**config.mk**
```make
export PLATFORM = sky130hd
export DESIGN_NAME = servo_gear_gate
export DESIGN_NICKNAME = d
export VERILOG_FILES = /design/src/rtl/gear_gate_pkg.sv /design/src/rtl/servo_gear_gate.sv
export VERILOG_INCLUDE_DIRS = /design/src /design/src/rtl
export SDC_FILE = /design/constraint.sdc
export NUM_CORES = 1
export LEC_CHECK = 0
export ABC_CLOCK_PERIOD_IN_PS = 137400
export BUFFER_PORTS_ARGS = -buffer_cell sky130_fd_sc_hd__buf_2
export CELL_PAD_IN_SITES_DETAIL_PLACEMENT = 0
export CELL_PAD_IN_SITES_GLOBAL_PLACEMENT = 1
export CORE_MARGIN = 10
export CORE_UTILIZATION = 35
export CTS_CLUSTER_DIAMETER = 50
export DETAILED_ROUTE_END_ITERATION = 6
export PLACE_DENSITY_LB_ADDON = 0.1
export SYNTH_ARGS = -nofsm -noshare
export SYNTH_HDL_FRONTEND = slang
export SYNTH_SLANG_ARGS = --single-unit
```
**constraint.sdc**
```tcl
create_clock -name CLK -period 137.4 [get_ports CLK]
set_input_delay 27.48 -clock CLK [delete_from_list [all_inputs] [get_ports CLK]]
set_output_delay 27.48 -clock CLK [all_outputs]
set_load 0.02 [all_outputs]
```
**src/rtl/gear_gate_params.svh**
```systemverilog
// Constants for the gearing and enable gate block
// What this block, its software and its operator do
// RULE_01: In position mode, advance motor target a fixed distance per master pulse.
// RULE_02: Travel per master pulse set by programmed motor-to-master count ratio.
// RULE_03: Software computes ratio as motor PPR over master PPR times gear ratio.
// RULE_04: Enable switch function selects run behaviour or inhibit behaviour.
// RULE_05: Run behaviour, no program running: asserted input enables output stage.
// RULE_06: Run behaviour with program running acts exactly like inhibit behaviour.
// RULE_07: Inhibit behaviour: asserting input alone never enables output stage.
// RULE_08: Inhibit behaviour: program or host enable accepted only while input asserted.
// RULE_09: Enable request while input deasserted is refused and raises fault 36.
// RULE_10: Input dropping while enabled disables stage at once and raises fault 36.
// RULE_11: Torque uses no gains; velocity uses velocity gains; position uses all.
// RULE_12: Operator keeps stage disabled through the input before any tuning.
// RULE_13: Input is synchronised and filtered before enable and fault decisions.
`ifndef GEAR_GATE_PARAMS_SVH
`define GEAR_GATE_PARAMS_SVH
`define ADDR_CTRL      4'h0
`define ADDR_RATIO_NUM 4'h1
`define ADDR_RATIO_DEN 4'h2
`define ADDR_STATUS    4'h3
`define ADDR_IRQ_STAT  4'h4
`define ADDR_IRQ_MASK  4'h5
`define ADDR_POS       4'h6
`define ADDR_FAULT     4'h7
`define CTRL_MODE_LO   0
`define CTRL_MODE_HI   1
`define CTRL_FUNC_BIT  2
`define CTRL_PROG_BIT  3
`define CTRL_EN_BIT    4
`define CTRL_DIS_BIT   5
`define FAULT_ENABLE   8'h24
`define FILT_TIME_NS   1000
`define CLK_PERIOD_NS  10
`define FILT_CYCLES    (`FILT_TIME_NS / `CLK_PERIOD_NS)
`define IRQ_FAULT_BIT  0
`define IRQ_REFUSE_BIT 1
`define IRQ_INPUT_BIT  2
`endif

```
**src/rtl/gear_gate_pkg.sv**
```systemverilog
// Types shared by the gearing and enable gate block
package gear_gate_pkg;
    typedef enum logic [1:0] {MODE_TORQUE, MODE_VELOCITY, MODE_POSITION} drive_mode_t;
    typedef enum logic {FUNC_RUN, FUNC_INHIBIT} enable_func_t;
    typedef enum {ST_DISABLED, ST_ENABLED} gate_state_t;
    typedef struct packed {
        logic vel_gains;   // Velocity P, I and gain scaling
        logic pos_gains;   // Position P, I, D and integral limit
    } gain_use_t;
endpackage : gear_gate_pkg

```
**src/rtl/servo_gear_gate.sv**
```systemverilog
// Electronic gearing and enable/inhibit gate with Avalon-MM registers
`timescale 1ns/1ns
`include "gear_gate_params.svh"
module servo_gear_gate import gear_gate_pkg::*; (
    input  wire logic        CLK,
    input  wire logic        RST_B,
    input  wire logic [3:0]  AVS_ADDRESS,
    input  wire logic        AVS_READ,
    input  wire logic        AVS_WRITE,
    input  wire logic [31:0] AVS_WRITEDATA,
    output logic      [31:0] AVS_READDATA,
    output logic             AVS_WAITREQUEST,
    input  wire logic        MASTER_PULSE,
    input  wire logic        MASTER_DIR,
    input  wire logic        ENABLE_INHIBIT_INPUT,
    output logic             STAGE_ENABLE,
    output logic      [31:0] MOTOR_TARGET,
    output logic             VEL_GAINS_USED,
    output logic             POS_GAINS_USED,
    output logic             IRQ
);

    // ****************************************************************
    // Register file
    // ****************************************************************
    logic [31:0]  rdata_q;
    logic         wait_q;
    logic [1:0]   mode_q;
    logic         func_q;
    logic         prog_q;
    logic [15:0]  ratio_num_q;
    logic [15:0]  ratio_den_q;
    logic [2:0]   irq_stat_q;
    logic [2:0]   irq_mask_q;
    logic [7:0]   fault_q;
    logic         en_req;
    logic         dis_req;
    logic         wr_acc;
    logic         rd_acc;
    logic         in_ok;
    logic [31:0]  target_q;
    logic [2:0]   ev;
    gate_state_t  state_q;
    drive_mode_t  mode;
    enable_func_t func;
    gain_use_t    gains_d;

    assign mode = drive_mode_t'(mode_q);
    assign func = enable_func_t'(func_q);

    // One wait cycle per access keeps read data registered; a write lands
    // only at the edge where the master sees waitrequest low
    assign wr_acc = AVS_WRITE && !wait_q;
    assign rd_acc = AVS_READ && wait_q;
    assign en_req = wr_acc && AVS_ADDRESS == `ADDR_CTRL && AVS_WRITEDATA[`CTRL_EN_BIT];
    assign dis_req = wr_acc && AVS_ADDRESS == `ADDR_CTRL && AVS_WRITEDATA[`CTRL_DIS_BIT];

    // Waitrequest drops for one cycle after each request is seen
    always_ff @(posedge CLK or negedge RST_B) begin
        if (!RST_B) begin
            wait_q <= 1'b1;
        end else if ((AVS_READ || AVS_WRITE) && wait_q) begin
            wait_q <= 1'b0;
        end else begin
            wait_q <= 1'b1;
        end
    end

    // Configuration writes; ratio is precomputed by software [RULE_03]
    always_ff @(posedge CLK or negedge RST_B) begin
        if (!RST_B) begin
            mode_q      <= 2'h0;
            func_q      <= 1'b0;
            prog_q      <= 1'b0;
            ratio_num_q <= 16'h0001;
            ratio_den_q <= 16'h0001;
            irq_mask_q  <= 3'h0;
        end else if (wr_acc) begin
            unique case (AVS_ADDRESS)
                `ADDR_CTRL: begin
                    mode_q <= AVS_WRITEDATA[`CTRL_MODE_HI:`CTRL_MODE_LO];
                    func_q <= AVS_WRITEDATA[`CTRL_FUNC_BIT]; // [RULE_04]
                    prog_q <= AVS_WRITEDATA[`CTRL_PROG_BIT];
                end
                `ADDR_RATIO_NUM: ratio_num_q <= AVS_WRITEDATA[15:0]; // [RULE_02]
                `ADDR_RATIO_DEN: ratio_den_q <= AVS_WRITEDATA[15:0];
                `ADDR_IRQ_MASK:  irq_mask_q  <= AVS_WRITEDATA[2:0];
                default: ;
            endcase
        end
    end

    // Read mux; unmapped addresses read zero
    always_ff @(posedge CLK or negedge RST_B) begin
        if (!RST_B) begin
            rdata_q <= 32'h0;
        end else if (rd_acc) begin
            unique case (AVS_ADDRESS)
                `ADDR_CTRL:      rdata_q <= {28'h0, prog_q, func_q, mode_q};
                `ADDR_RATIO_NUM: rdata_q <= {16'h0, ratio_num_q};
                `ADDR_RATIO_DEN: rdata_q <= {16'h0, ratio_den_q};
                `ADDR_STATUS:    rdata_q <= {30'h0, in_ok, state_q == ST_ENABLED};
                `ADDR_IRQ_STAT:  rdata_q <= {29'h0, irq_stat_q};
                `ADDR_IRQ_MASK:  rdata_q <= {29'h0, irq_mask_q};
                `ADDR_POS:       rdata_q <= target_q;
                `ADDR_FAULT:     rdata_q <= {24'h0, fault_q};
                default:         rdata_q <= 32'h0;
            endcase
        end
    end

    // ****************************************************************
    // Input conditioning
    // ****************************************************************
    logic        sync1_q;
    logic        sync2_q;
    logic [7:0]  filt_cnt_q;
    logic        in_ok_q;

    // Two-stage synchroniser [RULE_13]
    always_ff @(posedge CLK or negedge RST_B) begin
        if (!RST_B) begin
            sync1_q <= 1'b0;
            sync2_q <= 1'b0;
        end else begin
            sync1_q <= ENABLE_INHIBIT_INPUT;
            sync2_q <= sync1_q;
        end
    end

    // Level must hold for the filter time before it is believed [RULE_13]
    always_ff @(posedge CLK or negedge RST_B) begin
        if (!RST_B) begin
            filt_cnt_q <= 8'h0;
            in_ok_q    <= 1'b0;
        end else if (sync2_q == in_ok_q) begin
            filt_cnt_q <= 8'h0;
        end else if (filt_cnt_q == 8'(`FILT_CYCLES - 1)) begin
            filt_cnt_q <= 8'h0;
            in_ok_q    <= sync2_q;
        end else begin
            filt_cnt_q <= filt_cnt_q + 8'h1;
        end
    end
    assign in_ok = in_ok_q;

    // ****************************************************************
    // Enable gate
    // ****************************************************************
    logic in_rise;
    logic in_prev_q;
    logic run_auto;
    logic drop;
    logic refuse;

    always_ff @(posedge CLK or negedge RST_B) begin
        if (!RST_B) begin
            in_prev_q <= 1'b0;
        end else begin
            in_prev_q <= in_ok;
        end
    end
    assign in_rise = in_ok && !in_prev_q;
    // Run without program: input is a plain enable; otherwise inhibit rules [RULE_05] [RULE_06]
    assign run_auto = func == FUNC_RUN && !prog_q;
    assign drop     = state_q == ST_ENABLED && !in_ok;               // [RULE_10]
    assign refuse   = en_req && !in_ok;                              // [RULE_09]

    // Gate state; a drop always wins over any request [RULE_07] [RULE_08]
    always_ff @(posedge CLK or negedge RST_B) begin
        if (!RST_B) begin
            state_q <= ST_DISABLED;
        end else begin
            unique case (state_q)
                ST_DISABLED: begin
                    if (in_ok && ((run_auto && in_rise) || en_req)) begin
                        state_q <= ST_ENABLED;
                    end
                end
                ST_ENABLED: begin
                    if (!in_ok || dis_req) begin
                        state_q <= ST_DISABLED; // [RULE_10]
                    end
                end
            endcase
        end
    end

    // Fault code holds until the next accepted host enable request; an input-driven run enable leaves it set
    always_ff @(posedge CLK or negedge RST_B) begin
        if (!RST_B) begin
            fault_q <= 8'h0;
        end else if (drop || refuse) begin
            fault_q <= `FAULT_ENABLE; // [RULE_09] [RULE_10]
        end else if (en_req) begin
            fault_q <= 8'h0;
        end
    end

    // ****************************************************************
    // Interrupts
    // ****************************************************************
    assign ev = {in_ok != in_prev_q, refuse, drop || refuse};

    // Write-one-to-clear; a new event in the same cycle wins
    always_ff @(posedge CLK or negedge RST_B) begin
        if (!RST_B) begin
            irq_stat_q <= 3'h0;
        end else begin
            for (int i = 0; i < 3; i++) begin
                if (ev[i]) begin
                    irq_stat_q[i] <= 1'b1;
                end else if (wr_acc && AVS_ADDRESS == `ADDR_IRQ_STAT && AVS_WRITEDATA[i]) begin
                    irq_stat_q[i] <= 1'b0;
                end
            end
        end
    end

    // ****************************************************************
    // Gearing
    // ****************************************************************
    logic [15:0] acc_q;
    logic        pulse_prev_q;
    logic        pulse_edge;

    always_ff @(posedge CLK or negedge RST_B) begin
        if (!RST_B) begin
            pulse_prev_q <= 1'b0;
        end else begin
            pulse_prev_q <= MASTER_PULSE;
        end
    end
    assign pulse_edge = MASTER_PULSE && !pulse_prev_q;

    // Each master pulse in position mode while enabled moves the target num/den counts; remainder kept [RULE_01] [RULE_02]
    always_ff @(posedge CLK or negedge RST_B) begin
        if (!RST_B) begin
            target_q <= 32'h0;
            acc_q    <= 16'h0;
        end else if (pulse_edge && mode == MODE_POSITION && state_q == ST_ENABLED
                     && ratio_den_q != 16'h0) begin
            acc_q <= 16'(({16'h0, acc_q} + {16'h0, ratio_num_q}) % {16'h0, ratio_den_q});
            if (MASTER_DIR) begin
                target_q <= target_q - 32'(({16'h0, acc_q} + {16'h0, ratio_num_q})
                                           / {16'h0, ratio_den_q});
            end else begin
                target_q <= target_q + 32'(({16'h0, acc_q} + {16'h0, ratio_num_q})
                                           / {16'h0, ratio_den_q});
            end
        end
    end

    // Gain sets in use per mode [RULE_11]
    always_comb begin
        gains_d = '{vel_gains: 1'b0, pos_gains: 1'b0};
        unique case (mode)
            MODE_VELOCITY: gains_d.vel_gains = 1'b1;
            MODE_POSITION: gains_d = '{vel_gains: 1'b1, pos_gains: 1'b1};
            default: ;
        endcase
    end

    // ****************************************************************
    // Registered outputs
    // ****************************************************************
    always_ff @(posedge CLK or negedge RST_B) begin
        if (!RST_B) begin
            STAGE_ENABLE   <= 1'b0;
            MOTOR_TARGET   <= 32'h0;
            VEL_GAINS_USED <= 1'b0;
            POS_GAINS_USED <= 1'b0;
            IRQ            <= 1'b0;
        end else begin
            STAGE_ENABLE   <= state_q == ST_ENABLED && in_ok; // [RULE_10]
            MOTOR_TARGET   <= target_q;
            VEL_GAINS_USED <= gains_d.vel_gains;
            POS_GAINS_USED <= gains_d.pos_gains;
            IRQ            <= |(irq_stat_q & irq_mask_q);
        end
    end
    assign AVS_READDATA    = rdata_q;
    assign AVS_WAITREQUEST = wait_q;

    // ****************************************************************
    // Checks
    // ****************************************************************
    chk_refuse_fault: assert property (@(posedge CLK) disable iff (!RST_B) // [RULE_09]
        refuse |=> fault_q == `FAULT_ENABLE && state_q == ST_DISABLED)
        else $error("refused enable did not raise fault");
    chk_drop_disable: assert property (@(posedge CLK) disable iff (!RST_B) // [RULE_10]
        drop |=> state_q == ST_DISABLED ##1 !STAGE_ENABLE)
        else $error("input loss did not disable stage");
    chk_inhibit_noauto: assert property (@(posedge CLK) disable iff (!RST_B) // [RULE_07]
        (state_q == ST_DISABLED && !run_auto && !en_req) |=> state_q == ST_DISABLED)
        else $error("input enabled stage under inhibit");
    chk_run_auto: assert property (@(posedge CLK) disable iff (!RST_B) // [RULE_05]
        (state_q == ST_DISABLED && run_auto && in_rise) |=> state_q == ST_ENABLED)
        else $error("run input did not enable");
    chk_accept_req: assert property (@(posedge CLK) disable iff (!RST_B) // [RULE_08]
        (en_req && in_ok) |=> state_q == ST_ENABLED)
        else $error("valid enable request dropped");
    chk_filter_hold: assert property (@(posedge CLK) disable iff (!RST_B) // [RULE_13]
        $changed(in_ok_q) |-> $past(sync2_q) == in_ok_q && filt_cnt_q == 8'h0)
        else $error("filter passed unsettled input");
    chk_gear_step: assert property (@(posedge CLK) disable iff (!RST_B) // [RULE_01]
        (mode != MODE_POSITION || state_q != ST_ENABLED) |=> $stable(target_q))
        else $error("target moved outside position mode");
    chk_gain_sets: assert property (@(posedge CLK) disable iff (!RST_B) // [RULE_11]
        mode == MODE_TORQUE |=> !VEL_GAINS_USED && !POS_GAINS_USED)
        else $error("gains used in torque mode");
    chk_run_prog: assert property (@(posedge CLK) disable iff (!RST_B) // [RULE_06]
        (state_q == ST_DISABLED && func == FUNC_RUN && prog_q && !en_req)
        |=> state_q == ST_DISABLED)
        else $error("run with program not inhibit-like");

endmodule : servo_gear_gate

```
==> summary.txt <==
Global routing
  – Vias in the first global route: 29.8k
  – Grt total ovfl: 0
  – GRT Total Usage: 20.0%
  – Initial antenna violation count: 3
  – Largest net degree at the start of global routing: 97
  – Global-route wire length before repair: 169000 microns

Setup path
  – Critical path capture point type: flop
  – Delay-heaviest family, CP: compound AO/OA/AOI/OAI gates
  – Worst setup path class: reg -> reg
  – WP buf/inv: 27
  – Crit-path most repeated cell: o21a_1
  – Slowest cell on crit path: o311ai_0
  – Critical path data required time: 137710 ps
  – Worst-path fanout max: 40
  – Crit path largest cell delay: 910 ps
  – WP data arrival: 110450 ps
  – CP Launch Type: flop

Place
  – Cell Area, Placed: 33800 sq um
  – Hpwl dp: 84600 microns
  – Number of port buffers: 95
  – Placer congestion estimate: 0.853

Clock tree
  – Num Clock Sinks: 174
  – Clock latency at the later pin of the worst-skew pair: 450 ps
  – Cts bufs inserted: 17
  – CTS tree: built
  – Post-CTS setup buffers: 0
  – Clock Path Buffers: 2
  – Clk pin slew, worst setup/hold paths: 70 ps
  – Htree depth: 4
  – CTS-repair resized insts: 0
  – Root Buffer Master: clkbuf_16
  – Cts-stage hold buffer count: 0

Yosys
  – Cell area after synthesis: 31700 sq um
  – Asr flop ratio synth: 100%
  – Sequential area share after synthesis: 13.7%
  – Avg Cell Area, Syn: 7.72 sq um
  – EDFF count, synth: 0
  – Distinct cells, synth: 121
  – Synth Flop Type: dfrtp_1
  – Syn Inst Count: 4111
  – Synth warn: 0
  – Post-synthesis register bit count: 174

Finish
  – Most frequent cells in the layout: ha_1 (444), nand2_1 (419), nor2_1 (330)
  – Multi-input logic area: 26600 sq um
  – Layout Nets: 4677
  – Share of layout cells above drive strength 1: 11.3%
  – FF+latch area: 4360 sq um
  – Total inserted antenna cells: 0
  – # fillers: 9543
  – P&R area growth vs syn: 8.37%
  – Post-route cell area: 34400 sq um
  – Commonest non-fill, non-tap cell in the layout: ha_1

Drt
  – Drt pass-1 iters: 5
  – Vias/cell: 5.72
  – WL final: 106000 microns
  – DR WL/cell: 19.7 microns
  – Detail Route Antenna Nets: 0
  – DRC viols: 0
  – Initial DRC Count: 1894
  – Via count: 30.7k

Floorplan
  – Ports: 112
  – Initial Util: 35.3%
  – Die area: 103000 sq um
  – Area of the core: 90000 sq um
  – Die H: 321 microns
  – Die width: 321 microns
  – Std-Cell Rows: 110

Timing
  – Fin crit period: 110150 ps
  – Final Hold Slack: 383 ps
  – Layout Skew: 14.5 ps
  – Relative slew slack: 23.3%
  – Final hold vios: 0
  – Worst Tran Pin Value: 1140 ps
  – TNS Setup: 0 ps
  – Period utilization: 80.2%
  – Final slew viol count: 0
  – Final Setup Violations: 0
  – Fmax: 9.08 MHz
  – RSZ-0062 raised after global routing: no

Run status
  – Status: finished clean

Flow run
  – Max-Cap Viols: 0

Hold path
  – Worst min path class: reg -> reg
## routing by layer
metal / GRT usage [%] / vias up / routed length [microns]
li1: - / 15700 / -
met3: 1.46 / 55 / 3450
met1: 29.1 / 14400 / 54900
met5: 0 / - / 13
met4: 2.31 / 2 / 946
met2: 32.8 / 516 / 46600
## cell type report
class / instances / share of cell area, %
Tap cell: 1176 / 4.28
Clock buffer: 17 / 1.24
Inverter: 119 / 1.30
Timing Repair Buffer: 157 / 2.75
Clock inverter: 15 / 0.502
Sequential cell: 174 / 12.7
Multi-Input combinational cell: 3718 / 77.3
## metrics by stage
step / util (%) / worst slack (ps) / std cells
CTS: 38.2 / 27610 / 5376
global route: 38.2 / 18130 / 5376
finish: 38.2 / 27250 / 5376
detailed placement: 37.5 / 27950 / 5344
floorplan: - / 38590 / 4125
global placement: 37.5 / 27970 / 5344
## cell families (layout without fill, tap and decap cells)
logic type | count (synthesis) | in the layout | share of synthesized area, %
adder cells (fa/ha/maj) | 448 | 448 | 17.7
AO/OA/AOI/OAI | 1340 | 1340 | 29.5
multiplexers | 160 | 160 | 5.76
flip-flops | 174 | 174 | 13.7
buffers and inverters | 233 | 308 | 2.88
AND/OR/NAND/NOR | 1487 | 1487 | 22.9
other | 1 | 15 | 0.0118
XOR/XNOR | 268 | 268 | 7.49
## Yosys cell counts (10+ instances only)
cell	n	area [sq um]
mux2_1	12	135
o21a_1	202	1520
a41oi_1	15	131
nor2b_1	37	231
a31o_2	11	96.3
o21bai_1	25	188
and4_1	11	96.3
nand3_1	92	460
a211oi_1	32	240
xnor2_1	158	1380
o211ai_1	58	435
a21boi_0	18	135
mux2i_1	26	260
or3_1	51	319
dfrtp_1	171	4280
nor2_1	332	1250
a221o_1	17	170
clkbuf_1	82	308
and3_1	29	181
nor3_1	229	1150
nor4_1	18	113
o21ai_1	15	75.1
nand4_1	43	269
inv_1	119	447
nand2b_1	43	269
o21ai_0	230	1150
and2_1	39	244
or2_2	71	444
a21o_1	120	901
nand2_1	420	1580
a222oi_1	13	130
xor2_1	107	937
or4_1	15	113
a21oi_1	251	1260
ha_1	444	5560
a31oi_1	44	275
a2111oi_0	10	87.6
o31ai_1	99	743
buf_1	15	56.3
buf_2	13	65.1
o22ai_1	15	93.8
a211o_1	16	140
mux2_2	112	1260
## registers in the layout (all words and copies together) (netlist names), 2 cells and up
name / count
AVS_READDATA: 32
MOTOR_TARGET: 32
acc_q: 16
filt_cnt_q: 8
irq_mask_q: 3
irq_stat_q: 3
mode: 2
ratio_den_q: 16
ratio_num_q: 16
target_q: 32
## worst paths after layout
path                            startpoint                to  slack, ps  depth (start not counted)
max                        ratio_den_q[13]      target_q[31]      27250                        449
max in group asynchronous            RST_B  AVS_READDATA[12]     108460                          3
min in group asynchronous            RST_B   AVS_READDATA[2]      26980                          1
min                                sync1_q           sync2_q        380                          0
max reg2reg                ratio_den_q[13]      target_q[31]      27250                        449
min reg2reg                        sync1_q           sync2_q        380                          0
Power is not shown: default switching activity piles up to over one toggle a cycle in this logic, so the estimate is an artifact.
